`config.mk`:
```
export PLATFORM = sky130hd
export DESIGN_NAME = cca_top
export DESIGN_NICKNAME = d
export VERILOG_FILES = /design/src/rtl/cca_pkg.sv /design/src/rtl/cca_if.sv /design/src/rtl/cca_top.sv /design/src/rtl/cca_check.sv /design/src/rtl/cca_tick.sv
export SDC_FILE = /design/constraint.sdc
export NUM_CORES = 1
export LEC_CHECK = 0
export BUFFER_PORTS_ARGS = -buffer_cell sky130_fd_sc_hd__buf_2
export CORE_AREA = 2 2 194 196
export CTS_CLUSTER_DIAMETER = 50
export DETAILED_ROUTE_END_ITERATION = 10
export DIE_AREA = 0 0 196 198
export GPL_TIMING_DRIVEN = 0
export PLACE_DENSITY = 0.76
export REMOVE_ABC_BUFFERS = 1
export SKIP_CTS_REPAIR_TIMING = 1
export SLEW_MARGIN = 20
export SYNTH_ARGS = -nofsm -noshare
export SYNTH_HDL_FRONTEND = slang
export SYNTH_SLANG_ARGS = --single-unit
```
`constraint.sdc`:
```
create_clock -name clock -period 3.3 [get_ports clock]
set_input_delay 0.165 -clock clock [delete_from_list [all_inputs] [get_ports clock]]
set_output_delay 0.165 -clock clock [all_outputs]
set_load 0.02 [all_outputs]
```
`src/rtl/cca_pkg.sv`:
```
package cca_pkg;

  // ----------------------------------------------------------------
  // bus shape
  // ----------------------------------------------------------------
  localparam int unsigned DATA_W  = 16;
  localparam int unsigned ADDR_W  = 5;
  localparam int unsigned NFIELD  = 7;

  typedef logic [DATA_W-1:0]        cca_word_t;
  typedef logic [NFIELD-1:0][15:0]  cca_cal_t;

  // ----------------------------------------------------------------
  // field order, shared by live, snapshot and staging blocks
  // ----------------------------------------------------------------
  localparam int F_YEAR  = 0;
  localparam int F_WDAY  = 1;
  localparam int F_MON   = 2;
  localparam int F_DAY   = 3;
  localparam int F_HOUR  = 4;
  localparam int F_MIN   = 5;
  localparam int F_SEC   = 6;

  // ----------------------------------------------------------------
  // word addresses
  // ----------------------------------------------------------------
  localparam logic [ADDR_W-1:0] A_LIVE  = 5'h00;
  localparam logic [ADDR_W-1:0] A_CTRL  = 5'h07;
  localparam logic [ADDR_W-1:0] A_STAT  = 5'h08;
  localparam logic [ADDR_W-1:0] A_ECODE = 5'h09;
  localparam logic [ADDR_W-1:0] A_SNAP  = 5'h10;
  localparam logic [ADDR_W-1:0] A_STAGE = 5'h18;

  // ----------------------------------------------------------------
  // bit positions
  // ----------------------------------------------------------------
  localparam int CTRL_CENTURY = 0;
  localparam int CTRL_ROUND   = 1;
  localparam int CTRL_RDOP    = 2;
  localparam int CTRL_WROP    = 3;
  localparam int STAT_ERR     = 0;
  localparam int STAT_HOLD    = 1;

  // ----------------------------------------------------------------
  // values
  // ----------------------------------------------------------------
  localparam logic [15:0] ERR_CODE_RANGE = 16'h0e1a;
  localparam logic [15:0] CENTURY_BASE   = 16'h07d0;
  localparam logic [15:0] HALF_MINUTE    = 16'h001e;
  localparam logic [15:0] RST_ECODE      = 16'h0000;
  localparam logic        RST_CTRL_BIT   = 1'b0;

  // ----------------------------------------------------------------
  // time base
  // ----------------------------------------------------------------
  localparam longint SECOND_NS    = 1000000000;
  localparam longint CLK_PERIOD_NS = 5;
  localparam int unsigned TICKS_PER_SEC = int'(SECOND_NS / CLK_PERIOD_NS);

  // ----------------------------------------------------------------
  // field limits
  // ----------------------------------------------------------------
  function automatic logic [15:0] field_min(input int i);
    case (i)
      F_WDAY, F_MON, F_DAY: field_min = 16'h0001;
      default:              field_min = 16'h0000;
    endcase
  endfunction : field_min

  function automatic logic [15:0] field_max(input int i);
    case (i)
      F_YEAR:  field_max = 16'h0063;
      F_WDAY:  field_max = 16'h0007;
      F_MON:   field_max = 16'h000c;
      F_DAY:   field_max = 16'h001f;
      F_HOUR:  field_max = 16'h0017;
      default: field_max = 16'h003b;
    endcase
  endfunction : field_max

  function automatic logic field_ok(input int i, input logic [15:0] v);
    field_ok = (v >= field_min(i)) && (v <= field_max(i));
  endfunction : field_ok

  // years 2000..2099: every fourth year is a leap year
  function automatic logic [15:0] days_in_month(input logic [15:0] mon,
                                                input logic [15:0] yr);
    case (mon)
      16'h0004, 16'h0006, 16'h0009, 16'h000b: days_in_month = 16'h001e;
      16'h0002: days_in_month = (yr[1:0] == 2'b00) ? 16'h001d : 16'h001c;
      default:  days_in_month = 16'h001f;
    endcase
  endfunction : days_in_month

endpackage : cca_pkg

```
`src/rtl/cca_if.sv`:
```
interface cca_if;
  import cca_pkg::*;
  cca_cal_t          raw;
  cca_cal_t          fixed;
  logic [NFIELD-1:0] bad;
  modport src   (output raw, input  fixed, input  bad);
  modport check (input  raw, output fixed, output bad);
endinterface : cca_if

```
`src/rtl/cca_top.sv`:
```
// The register addresses and the strobed register port were decided locally.
module cca_top
  import cca_pkg::*;
#(
  parameter int unsigned TICKS      = cca_pkg::TICKS_PER_SEC,
  parameter bit          HAS_BACKUP = 1'b0
) (
  input  wire logic                      clock,
  input  wire logic                      resetn,
  input  wire logic                      clk_en,
  input  wire logic                      main_power_ok,
  input  wire logic [cca_pkg::ADDR_W-1:0] addr,
  input  wire logic [cca_pkg::DATA_W-1:0] wdata,
  input  wire logic                      wr,
  input  wire logic                      rd,
  output logic      [cca_pkg::DATA_W-1:0] rdata_q,
  output logic                           op_error_q
);
  import cca_pkg::*;

  // ----------------------------------------------------------------
  // state
  // ----------------------------------------------------------------
  cca_cal_t  cal_q,   cal_d;
  cca_cal_t  snap_q,  snap_d;
  cca_cal_t  stage_q, stage_d;
  logic      century_q, century_d;
  logic      round_q,   round_d;
  logic      round_prev_q, round_prev_d;
  logic      err_q,  err_d;
  logic      hold_q, hold_d;
  cca_word_t ecode_q, ecode_d;
  cca_word_t rdata_d;

  logic      tick;
  logic      run;
  logic      sel_live, sel_snap, sel_stage;
  logic [2:0] fidx;
  logic      ctrl_wr, rd_op, wr_op, live_wr;
  logic      round_edge;
  logic      err_evt;
  logic      inc_min, inc_hour, inc_day, inc_mon, inc_year;
  cca_cal_t  view;

  cca_if chk_if ();

  // ----------------------------------------------------------------
  // time base and range checker
  // ----------------------------------------------------------------
  if (DATA_W < 12) begin : g_width_bad
    $error("cca_top: DATA_W too narrow for year view");
  end

  // calendar state has no power-dependent clear; only the counter halts
  assign run = main_power_ok | HAS_BACKUP;

  cca_tick #(
    .TICKS (TICKS)
  ) u_tick (
    .clock  (clock),
    .resetn (resetn),
    .clk_en (clk_en),
    .run    (run),
    .tick_q (tick)
  );

  assign chk_if.raw = stage_q;

  cca_check u_check (
    .chk (chk_if.check)
  );

  // ----------------------------------------------------------------
  // address decode
  // ----------------------------------------------------------------
  assign fidx      = addr[2:0];
  assign sel_live  = (addr[4:3] == A_LIVE[4:3])  && (fidx != 3'h7);
  assign sel_snap  = (addr[4:3] == A_SNAP[4:3])  && (fidx != 3'h7);
  assign sel_stage = (addr[4:3] == A_STAGE[4:3]) && (fidx != 3'h7);
  assign ctrl_wr   = wr && (addr == A_CTRL);
  assign rd_op     = ctrl_wr && wdata[CTRL_RDOP];
  assign wr_op     = ctrl_wr && wdata[CTRL_WROP];
  assign live_wr   = wr && sel_live;

  // ----------------------------------------------------------------
  // year view
  // ----------------------------------------------------------------
  always_comb begin
    view = cal_q;
    if (century_q) begin
      view[F_YEAR] = cal_q[F_YEAR] + CENTURY_BASE;
    end
  end

  // ----------------------------------------------------------------
  // control register and trigger edge
  // ----------------------------------------------------------------
  always_comb begin
    century_d    = century_q;
    round_d      = round_q;
    round_prev_d = round_q;
    if (ctrl_wr) begin
      century_d = wdata[CTRL_CENTURY];
      round_d   = wdata[CTRL_ROUND];
    end
  end

  // only an off-to-on change acts; holding the bit set does nothing more
  assign round_edge = round_q && !round_prev_q;

  // ----------------------------------------------------------------
  // calendar counter
  // ----------------------------------------------------------------
  // priority: write operation, then direct field write, then rounding,
  // then the second tick. a tick landing on a rounding cycle is absorbed.
  always_comb begin
    cal_d    = cal_q;
    inc_min  = 1'b0;
    inc_hour = 1'b0;
    inc_day  = 1'b0;
    inc_mon  = 1'b0;
    inc_year = 1'b0;

    if (round_edge) begin
      cal_d[F_SEC] = 16'h0000;
      inc_min      = (cal_q[F_SEC] >= HALF_MINUTE);
    end else if (tick) begin
      if (cal_q[F_SEC] >= field_max(F_SEC)) begin
        cal_d[F_SEC] = field_min(F_SEC);
        inc_min      = 1'b1;
      end else begin
        cal_d[F_SEC] = cal_q[F_SEC] + 16'h0001;
      end
    end

    if (inc_min) begin
      if (cal_q[F_MIN] >= field_max(F_MIN)) begin
        cal_d[F_MIN] = field_min(F_MIN);
        inc_hour     = 1'b1;
      end else begin
        cal_d[F_MIN] = cal_q[F_MIN] + 16'h0001;
      end
    end

    if (inc_hour) begin
      if (cal_q[F_HOUR] >= field_max(F_HOUR)) begin
        cal_d[F_HOUR] = field_min(F_HOUR);
        inc_day       = 1'b1;
      end else begin
        cal_d[F_HOUR] = cal_q[F_HOUR] + 16'h0001;
      end
    end

    if (inc_day) begin
      if (cal_q[F_WDAY] >= field_max(F_WDAY)) begin
        cal_d[F_WDAY] = field_min(F_WDAY);
      end else begin
        cal_d[F_WDAY] = cal_q[F_WDAY] + 16'h0001;
      end
      if (cal_q[F_DAY] >= days_in_month(cal_q[F_MON], cal_q[F_YEAR])) begin
        cal_d[F_DAY] = field_min(F_DAY);
        inc_mon      = 1'b1;
      end else begin
        cal_d[F_DAY] = cal_q[F_DAY] + 16'h0001;
      end
    end

    if (inc_mon) begin
      if (cal_q[F_MON] >= field_max(F_MON)) begin
        cal_d[F_MON] = field_min(F_MON);
        inc_year     = 1'b1;
      end else begin
        cal_d[F_MON] = cal_q[F_MON] + 16'h0001;
      end
    end

    if (inc_year) begin
      if (cal_q[F_YEAR] >= field_max(F_YEAR)) begin
        cal_d[F_YEAR] = field_min(F_YEAR);
      end else begin
        cal_d[F_YEAR] = cal_q[F_YEAR] + 16'h0001;
      end
    end

    if (live_wr) begin
      if (field_ok(int'(fidx), wdata)) begin
        cal_d[fidx] = wdata;
      end else begin
        cal_d[fidx] = field_min(int'(fidx));
      end
    end

    // year is taken as two digits whatever the view mode
    if (wr_op) begin
      cal_d = chk_if.fixed;
    end
  end

  // ----------------------------------------------------------------
  // snapshot and staging words
  // ----------------------------------------------------------------
  always_comb begin
    snap_d  = snap_q;
    stage_d = stage_q;
    if (rd_op) begin
      snap_d = view;
    end
    if (wr && sel_stage) begin
      stage_d[fidx] = wdata;
    end
  end

  // ----------------------------------------------------------------
  // error reporting
  // ----------------------------------------------------------------
  assign err_evt = (wr_op && (chk_if.bad != '0)) ||
                   (live_wr && !field_ok(int'(fidx), wdata));

  // a new error wins over a same-cycle clear
  always_comb begin
    err_d   = err_q;
    hold_d  = hold_q;
    ecode_d = ecode_q;
    if (wr && (addr == A_STAT)) begin
      err_d  = err_q  && !wdata[STAT_ERR];
      hold_d = hold_q && !wdata[STAT_HOLD];
    end
    if (wr && (addr == A_ECODE)) begin
      ecode_d = wdata;
    end
    if (err_evt) begin
      err_d   = 1'b1;
      hold_d  = 1'b1;
      ecode_d = ERR_CODE_RANGE;
    end
  end

  // ----------------------------------------------------------------
  // read port
  // ----------------------------------------------------------------
  always_comb begin
    rdata_d = '0;
    if (rd) begin
      if (sel_live) begin
        rdata_d = view[fidx];
      end else if (sel_snap) begin
        rdata_d = snap_q[fidx];
      end else if (sel_stage) begin
        rdata_d = stage_q[fidx];
      end else if (addr == A_CTRL) begin
        rdata_d[CTRL_CENTURY] = century_q;
        rdata_d[CTRL_ROUND]   = round_q;
      end else if (addr == A_STAT) begin
        rdata_d[STAT_ERR]  = err_q;
        rdata_d[STAT_HOLD] = hold_q;
      end else if (addr == A_ECODE) begin
        rdata_d = ecode_q;
      end
    end
  end

  // ----------------------------------------------------------------
  // registers
  // ----------------------------------------------------------------
  always_ff @(posedge clock or negedge resetn) begin
    if (!resetn) begin
      for (int i = 0; i < NFIELD; i++) begin
        cal_q[i]   <= field_min(i);
        snap_q[i]  <= 16'h0000;
        stage_q[i] <= 16'h0000;
      end
      century_q    <= RST_CTRL_BIT;
      round_q      <= RST_CTRL_BIT;
      round_prev_q <= RST_CTRL_BIT;
      err_q        <= 1'b0;
      hold_q       <= 1'b0;
      ecode_q      <= RST_ECODE;
      rdata_q      <= '0;
      op_error_q   <= 1'b0;
    end else if (clk_en) begin
      cal_q        <= cal_d;
      snap_q       <= snap_d;
      stage_q      <= stage_d;
      century_q    <= century_d;
      round_q      <= round_d;
      round_prev_q <= round_prev_d;
      err_q        <= err_d;
      hold_q       <= hold_d;
      ecode_q      <= ecode_d;
      rdata_q      <= rdata_d;
      op_error_q   <= err_d;
    end
  end

endmodule : cca_top

```
`src/rtl/cca_check.sv`:
```
module cca_check (
  cca_if.check chk
);
  import cca_pkg::*;

  // out-of-range fields fall back to their smallest legal value
  always_comb begin
    for (int i = 0; i < NFIELD; i++) begin
      chk.bad[i]   = !field_ok(i, chk.raw[i]);
      chk.fixed[i] = chk.bad[i] ? field_min(i) : chk.raw[i];
    end
  end

endmodule : cca_check

```
`src/rtl/cca_tick.sv`:
```
module cca_tick #(
  parameter int unsigned TICKS = cca_pkg::TICKS_PER_SEC
) (
  input  wire logic clock,
  input  wire logic resetn,
  input  wire logic clk_en,
  input  wire logic run,
  output logic      tick_q
);
  import cca_pkg::*;

  localparam int unsigned CW = (TICKS > 2) ? $clog2(TICKS) : 1;
  localparam logic [CW-1:0] LAST = CW'(TICKS - 1);

  // refused at elaboration: a one-clock second cannot be counted down
  if (TICKS < 2) begin : g_ticks_bad
    $error("cca_tick: TICKS must be at least 2");
  end

  logic [CW-1:0] cnt_q;
  logic [CW-1:0] cnt_d;
  logic          tick_d;

  // halted counter keeps its phase so a restart resumes mid-second
  always_comb begin
    cnt_d  = cnt_q;
    tick_d = 1'b0;
    if (run) begin
      if (cnt_q == LAST) begin
        cnt_d  = '0;
        tick_d = 1'b1;
      end else begin
        cnt_d = cnt_q + CW'(1);
      end
    end
  end

  always_ff @(posedge clock or negedge resetn) begin
    if (!resetn) begin
      cnt_q  <= '0;
      tick_q <= 1'b0;
    end else if (clk_en) begin
      cnt_q  <= cnt_d;
      tick_q <= tick_d;
    end
  end

endmodule : cca_tick

```
# Word-level counts from Yosys, hierarchy flattened
# Cells that the tools add are included.
# word_totals
register_bits,402
in_bits,27
out_inout_bits,17
# op_classes
addsub,9
magnitude_cmp,28
eq_ne,16
n_mux,75
reduce_logical,51
# ops
op,n
2-to-1 mux 16 bit,39
bitwise mux 112 bit,3
2-to-1 mux 112 bit,3
binary-select mux 16 bit (select 3 bit),3
adder 16 x 1 -> 16 bit (second input constant),7
greater-or-equal comparator 16 x 1 -> 1 bit (second input constant),7
demux 16 bit (select 3 bit),1
greater-or-equal comparator 16 bit,3
one-hot mux 7 bit (5 select lines),1
equality test 16 x 3 -> 1 bit (second input constant),2
equality test 16 x 4 -> 1 bit (second input constant),2
greater-or-equal comparator 16 x 5 -> 1 bit (second input constant),2
greater-or-equal comparator 16 x 6 -> 1 bit (second input constant),2
<= comparator 16 bit,2
<= comparator 16 x 5 -> 1 bit (second input constant),2
<= comparator 16 x 6 -> 1 bit (second input constant),2
adder 28 x 1 -> 28 bit (second input constant),1
equality test 28 bit (second input constant),1
2-to-1 mux 14 bit,2
2-to-1 mux 28 bit,1
logical AND 1 bit,25
2-to-1 mux 1 bit,19
adder 16 x 11 -> 16 bit (second input constant),1
equality test 16 x 2 -> 1 bit (second input constant),1
26 further kinds,47

# Depth between registers and ports, before layout
# depth
depth_word,16
ltp_mapped,18
ltp_nobuf,13

# Modules after synthesis
# Synthesis repeated with hierarchy kept, for this count alone.
# hier_totals
hier_cells,2394
area_unflattened_um2,22918.2
# by_module_without_submodules
module,instances,cells_each,area_per_inst_um2,seq_area_each_um2
cca_top,1,2057,20186.9,9337.7
cca_tick,1,171,1601.5,725.7
cca_check,1,166,1129.8,0.0

# Least setup slack after synthesis
# OpenSTA, ideal clock, no wires.
# synth_timing
path_kind,input port to flip-flop
from,input port addr[0] (netlist bit)
to,register ecode_q[15]
arrival_ps,3406
t_required_ps,3179
slack_ps,-227
cell_stages,15
path_buffers,6
path_cell_list,buf_2 > buf_1 > clkbuf_1 > buf_2 > buf_1 > a21oi_1 > ha_1 > o211a_1 > o31ai_1 > a31o_2 > and2_1 > clkbuf_1 > o221ai_1 > nor2_1 > a22o_1
# synth_via
elab_chain_len,10
word_cells_on_any_way,26
cone_classes,order compare (2); eq/ne (7); mux (3); reduce/logical (14)
# synth_lines
item,line,source
start: declaration,cca_top.sv:12,"input wire logic [cca_pkg::ADDR_W-1:0] addr,"
equality test 3 x 2 -> 1 bit / equality test 3 x 1 -> 1 bit (equally long branches),"cca_pkg.sv:64, cca_pkg.sv:71",
OR reduction 3 bit,cca_pkg.sv:64,case (i)
2-to-1 mux 1 bit,cca_pkg.sv:64,
greater-or-equal comparator 16 bit,cca_pkg.sv:82,field_ok = (v >= field_min(i)) && (v <= field_max(i));
logical AND 1 bit,cca_pkg.sv:82,
zero test 1 bit,cca_top.sv:217,"(live_wr && !field_ok(int'(fidx), wdata));"
logical AND 1 bit,cca_top.sv:217,
logical OR 1 bit,cca_top.sv:216,assign err_evt = (wr_op && (chk_if.bad != '0)) ||
nonzero test 2 bit (no line),-,
AND reduction 2 bit (no line),-,
end signal: assignment,cca_top.sv:289,ecode_q <= ecode_d;
end: declaration,cca_top.sv:32,"cca_word_t ecode_q, ecode_d;"
# Several ways; a longest one is shown, not always the timed one.
# A chain may end at the register's enable or synchronous reset.

# Worst setup path in the final report
# layout_timing
from,register cal_q[36] (netlist bit)
to,register cal_q[7] (netlist bit)
# layout_via
elab_chain_len,13
word_cells_on_any_way,20
cone_classes,order compare (2); eq/ne (5); mux (12); reduce/logical (1)
# layout_lines
item,line,source
start: declaration,cca_top.sv:24,"cca_cal_t cal_q, cal_d;"
start signal: indexed assignment,cca_top.sv:268,cal_q[i] <= field_min(i);
start signal: assignment,cca_top.sv:281,cal_q <= cal_d;
equality test 16 x 3 -> 1 bit / equality test 16 x 4 -> 1 bit (equally long branches),cca_pkg.sv:88,case (mon)
OR reduction 4 bit,cca_pkg.sv:88,
one-hot mux 2 bit (2 select lines),cca_pkg.sv:88,
2-to-1 mux 16 bit,cca_top.sv:154,if (inc_day) begin
greater-or-equal comparator 16 bit,cca_top.sv:160,"if (cal_q[F_DAY] >= days_in_month(cal_q[F_MON], cal_q[F_YEAR])) begin"
2-to-1 mux 1 bit,cca_top.sv:160,
2-to-1 mux 1 bit,cca_top.sv:154,
2-to-1 mux 1 bit *,cca_top.sv:168,if (inc_mon) begin
2-to-1 mux 16 bit *,cca_top.sv:177,if (inc_year) begin
bitwise mux 112 bit (on tied branches),"cca_top.sv:189, cca_top.sv:187",
2-to-1 mux 112 bit,cca_top.sv:186,"if (field_ok(int'(fidx), wdata)) begin"
2-to-1 mux 112 bit *,cca_top.sv:185,if (live_wr) begin
2-to-1 mux 112 bit *,cca_top.sv:194,if (wr_op) begin
# Mark *: on every way between the ends. The rest lies on a longest branch, timed or not. The select of a mux whose other input is x is not followed.

==> results summary <==
The total number of yosys warnings is 0. The run finished, with violations left. The number of maximum-capacitance constraint violations came out at 0. The peak clock frequency supported by timing is 283 MHz.

The fraction of registers with async set or reset after synthesis is 100%. The worst-skew pair later-pin latency came out at 590 ps. The H-tree depth reported by CTS came out at 2.

The analysis attributes to cell leakage a power of 10.6 nW. In the finished design, the share of the clock period the worst path needs comes to 107%. The cell with the largest stage delay on the worst path is or4_4.

The relative slew slack is 22.1%. The remaining global-route overflow is 0. The antenna cell count came out at 0. In this run the worst hold path is classified as primary input to flip-flop.

The number of buffers between clock root and the deepest sink is 3. The total number of cells along the worst setup path came out at 13. The class of the most critical setup path is flip-flop to flip-flop. The die span in y came out at 198 µm. The final reports fail on negative hold slack, negative setup slack.

The number of optimization iterations in the first detailed-route pass is 6. The area share of the largest cell type after synthesis is 48.1%. In this run the horizontal extent of the chip is 196 µm. The clock skew after layout came out at 38.0 ps. Global routing used 38.0% of the available tracks across all layers. The number of clock sinks seen by CTS is 402.

The number of setup violations in the final report came out at 12. The cell family contributing the most delay on the critical path is simple AND/OR/NAND/NOR gates. Along the worst path, the maximum fanout reaches 6. STA classifies the critical path startpoint as a flip-flop. The area occupied by multi-input gates came out at 10300 µm².

In the routed design, unresolved DRC markers number 0. The library cells used most frequently in the layout, excluding fill and tap cells, are 393 x dfrtp_1, 214 x mux2_2, 140 x nand2_1. After floorplanning, the core was sized to cover 37000 µm². The tightest hold margin came out at -9.81 ps. The pin count of the biggest net entering global routing came out at 101. The iteration-0 DRC count of the detailed router is 2644.

The number of nets in the finished design is 2086. The last weighted congestion value of the routability-driven placer is 1.01. The worst path required time came out at 3780 ps. The data arrival at the endpoint of the critical path came out at 4000 ps. The slack of the critical path is -227 ps. The number of enable-type register cells in the synthesized netlist is 0. Dividing the detail-routed via count by the number of cells gives 7.24. The reg-to-reg endpoint is cal_q[7]. STA classifies the critical path endpoint as a flip-flop.

The combined flip-flop and latch cell area is 10100 µm². Compared with the post-synthesis result, the final layout area differs by 13.8%. The number of buffers created by CTS came out at 46. The hold violation count in the final report came to 3.

The detail route stage leaves a number of antenna-violating nets equal to 0. The total wirelength of the detailed-routed design is 74700 µm. The buffer cell driving the clock tree root is clkbuf_16.

The completed layout was analyzed and its total power is 13.5 mW. The largest vdd supply drop is 0.428 mV. The area enclosed by the die boundary is 38800 µm². The number of placed I/O pins is 44. In this run the worst setup path begins at cal_q[36]. The count of vias placed by the detailed router came out at 18400. Row generation in the floorplan step produced 71 rows. The mapped netlist covers 20800 µm². The filler cell count in the final layout is 2895.

The startpoint of the worst register-to-register path is cal_q[36]. Summing the sequential cell areas from Yosys gives 48.5% of the chip area. After synthesis the netlist holds a flip-flop and latch count of 402. The share of post-route cells with drive strength above 1 is 22.3%. Setup repair after global routing could not meet its margin everywhere.

Following the worst setup path forward leads to its endpoint at cal_q[7]. The wire length per cell came out at 29.4 µm. The power density relative to cell area came out at 572 nW/µm². The critical path goes through nor4_2, nand3_1, buf_6, nor4b_4, a22oi_2, ha_1, nand2b_4, a21oi_2, o2111a_2, or4_4, o211ai_4, nor3b_2, a211o_1. After synthesis, the mean cell area works out to 10.3 µm². The most common library cell in the layout ignoring fill and taps is dfrtp_1. The dominant register cell in the synthesized netlist is dfrtp_1.

The slew of the pin with the lowest slew margin is 1170 ps. Counting cells, the worst reg-to-reg path comes to 13. The initial core utilization is 56.2%. By area the synthesized netlist is led by dfrtp_1 48%, mux2_2 12%, o21ai_0 3.1%.

The number of input and output port buffers inserted came out at 43. The pre-CTS setup slack is -2260 ps. The largest single stage delay on the critical path is 630 ps.

The number of slew-limit violations in the final report came out at 0. For flop-to-flop paths, the worst setup slack is -230 ps. The number of unique standard cell types used by synthesis is 83.

The number of standard cells after synthesis came out at 2015. After clock tree synthesis, the clock-pin slew on the worst setup and hold paths is 60 ps. The shortest period the worst path allows is 3530 ps. The sum of buffers and inverters on the critical path came out at 1.

The via count of the first global-routing pass was 17200. Summed over all nets, the half-perimeter wirelength after detailed placement is 49800 µm. The first global-routing pass estimated 110000 µm of wire. Of all cell types, the one taking the most synthesized area is dfrtp_1.

The number of antenna violations at the first check in global routing is 1. TritonCTS built the clock tree.
[worst min path at each step]
| stage | slack, ps | startpoint | depth (start not counted) | end |
|---|---|---|---|---|
| 2_1_floorplan | -130 | resetn | 0 | cal_q[0] |
| 3_3_place_gp | 460 | snap_q[54] | 2 | snap_q[54] |
| 3_5_place_dp | 150 | resetn | 1 | snap_q[14] |
| 4_1_cts | -460 | resetn | 1 | snap_q[14] |
| 5_1_grt | 6 | wdata[8] | 2 | chk_if.raw[104] |
| 6_report | -10 | wdata[9] | 2 | ecode_q[9] |
[sequential cells by signal (all words and copies together) (netlist names), 16 cells and up]
register / count
u_tick.cnt_q: 28
rdata_q: 16
snap_q: 112
chk_if.raw: 112
cal_q: 112
ecode_q: 16
[cell type report]
| type | count | area share [%] |
|---|---|---|
| clock buffers | 70 | 5.81 |
| clock inverters | 9 | 0.683 |
| flip-flops and latches | 402 | 42.6 |
| multi-input cells | 1438 | 43.7 |
| repair buffers | 98 | 3.86 |
| well taps | 474 | 2.51 |
| inverters | 48 | 0.847 |
[cell usage after synthesis, drive strengths merged, types with 15 or more instances]
| cell | number |
|---|---|
| a211oi | 20 |
| a21oi | 58 |
| a221oi | 15 |
| a22o | 15 |
| a31oi | 19 |
| and2 | 46 |
| and3 | 24 |
| buf | 42 |
| clkbuf | 88 |
| dfrtp | 399 |
| ha | 25 |
| inv | 45 |
| mux2 | 214 |
| mux2i | 20 |
| nand2 | 146 |
| nand2b | 16 |
| nand3 | 60 |
| nand4 | 40 |
| nor2 | 143 |
| nor3 | 41 |
| nor4 | 38 |
| o21a | 21 |
| o21ai | 133 |
| o221ai | 31 |
| o22ai | 68 |
| xnor2 | 27 |
| xor2 | 17 |
[metal layers]
layer | vias to the layer above | routed length [µm] | track usage [%]
li1 | 7584 | - | -
met1 | 9057 | 28200 | 51.3
met2 | 1382 | 31200 | 53.8
met3 | 352 | 9690 | 11.0
met4 | 0 | 5630 | 23.9
met5 | - | 0 | 0
[through the flow]
| step | instance area (µm²) | hold WS, ps | TNS, ps | std cells | util (%) |
|---|---|---|---|---|---|
| 3_3_place_gp | 21100 | 456 | -3151690 | 2402 | 57.0 |
| 5_1_grt | 23600 | 5.54 | -3860 | 2539 | 64.0 |
| 3_5_place_dp | 21500 | 146 | -151440 | 2418 | 58.0 |
| 2_1_floorplan | 20200 | -131 | -74110 | 1885 | - |
| 6_report | 23600 | -9.81 | -1750 | 2539 | 64.0 |
| 4_1_cts | 23000 | -463 | -83810 | 2497 | 62.2 |
[logic make-up after synthesis]
group / Yosys count / synth area share, %
buffers and inverters: 178 / 3.39
AO/OA/AOI/OAI: 518 / 17.0
flip-flops: 402 / 48.5
AND/OR/NAND/NOR: 610 / 14.8
XOR/XNOR: 44 / 1.86
multiplexers: 238 / 13.0
adder cells (fa/ha/maj): 25 / 1.51
[where the power goes]
group          internal (mW)  total, mW  leakage, nW  switching (mW)
Combinational          0.872       2.32         4.45            1.45
Sequential              5.37       5.98         5.41           0.606
Clock                   3.17       5.23        0.748            2.07
Note: power is estimated with default switching activity, not from simulation.
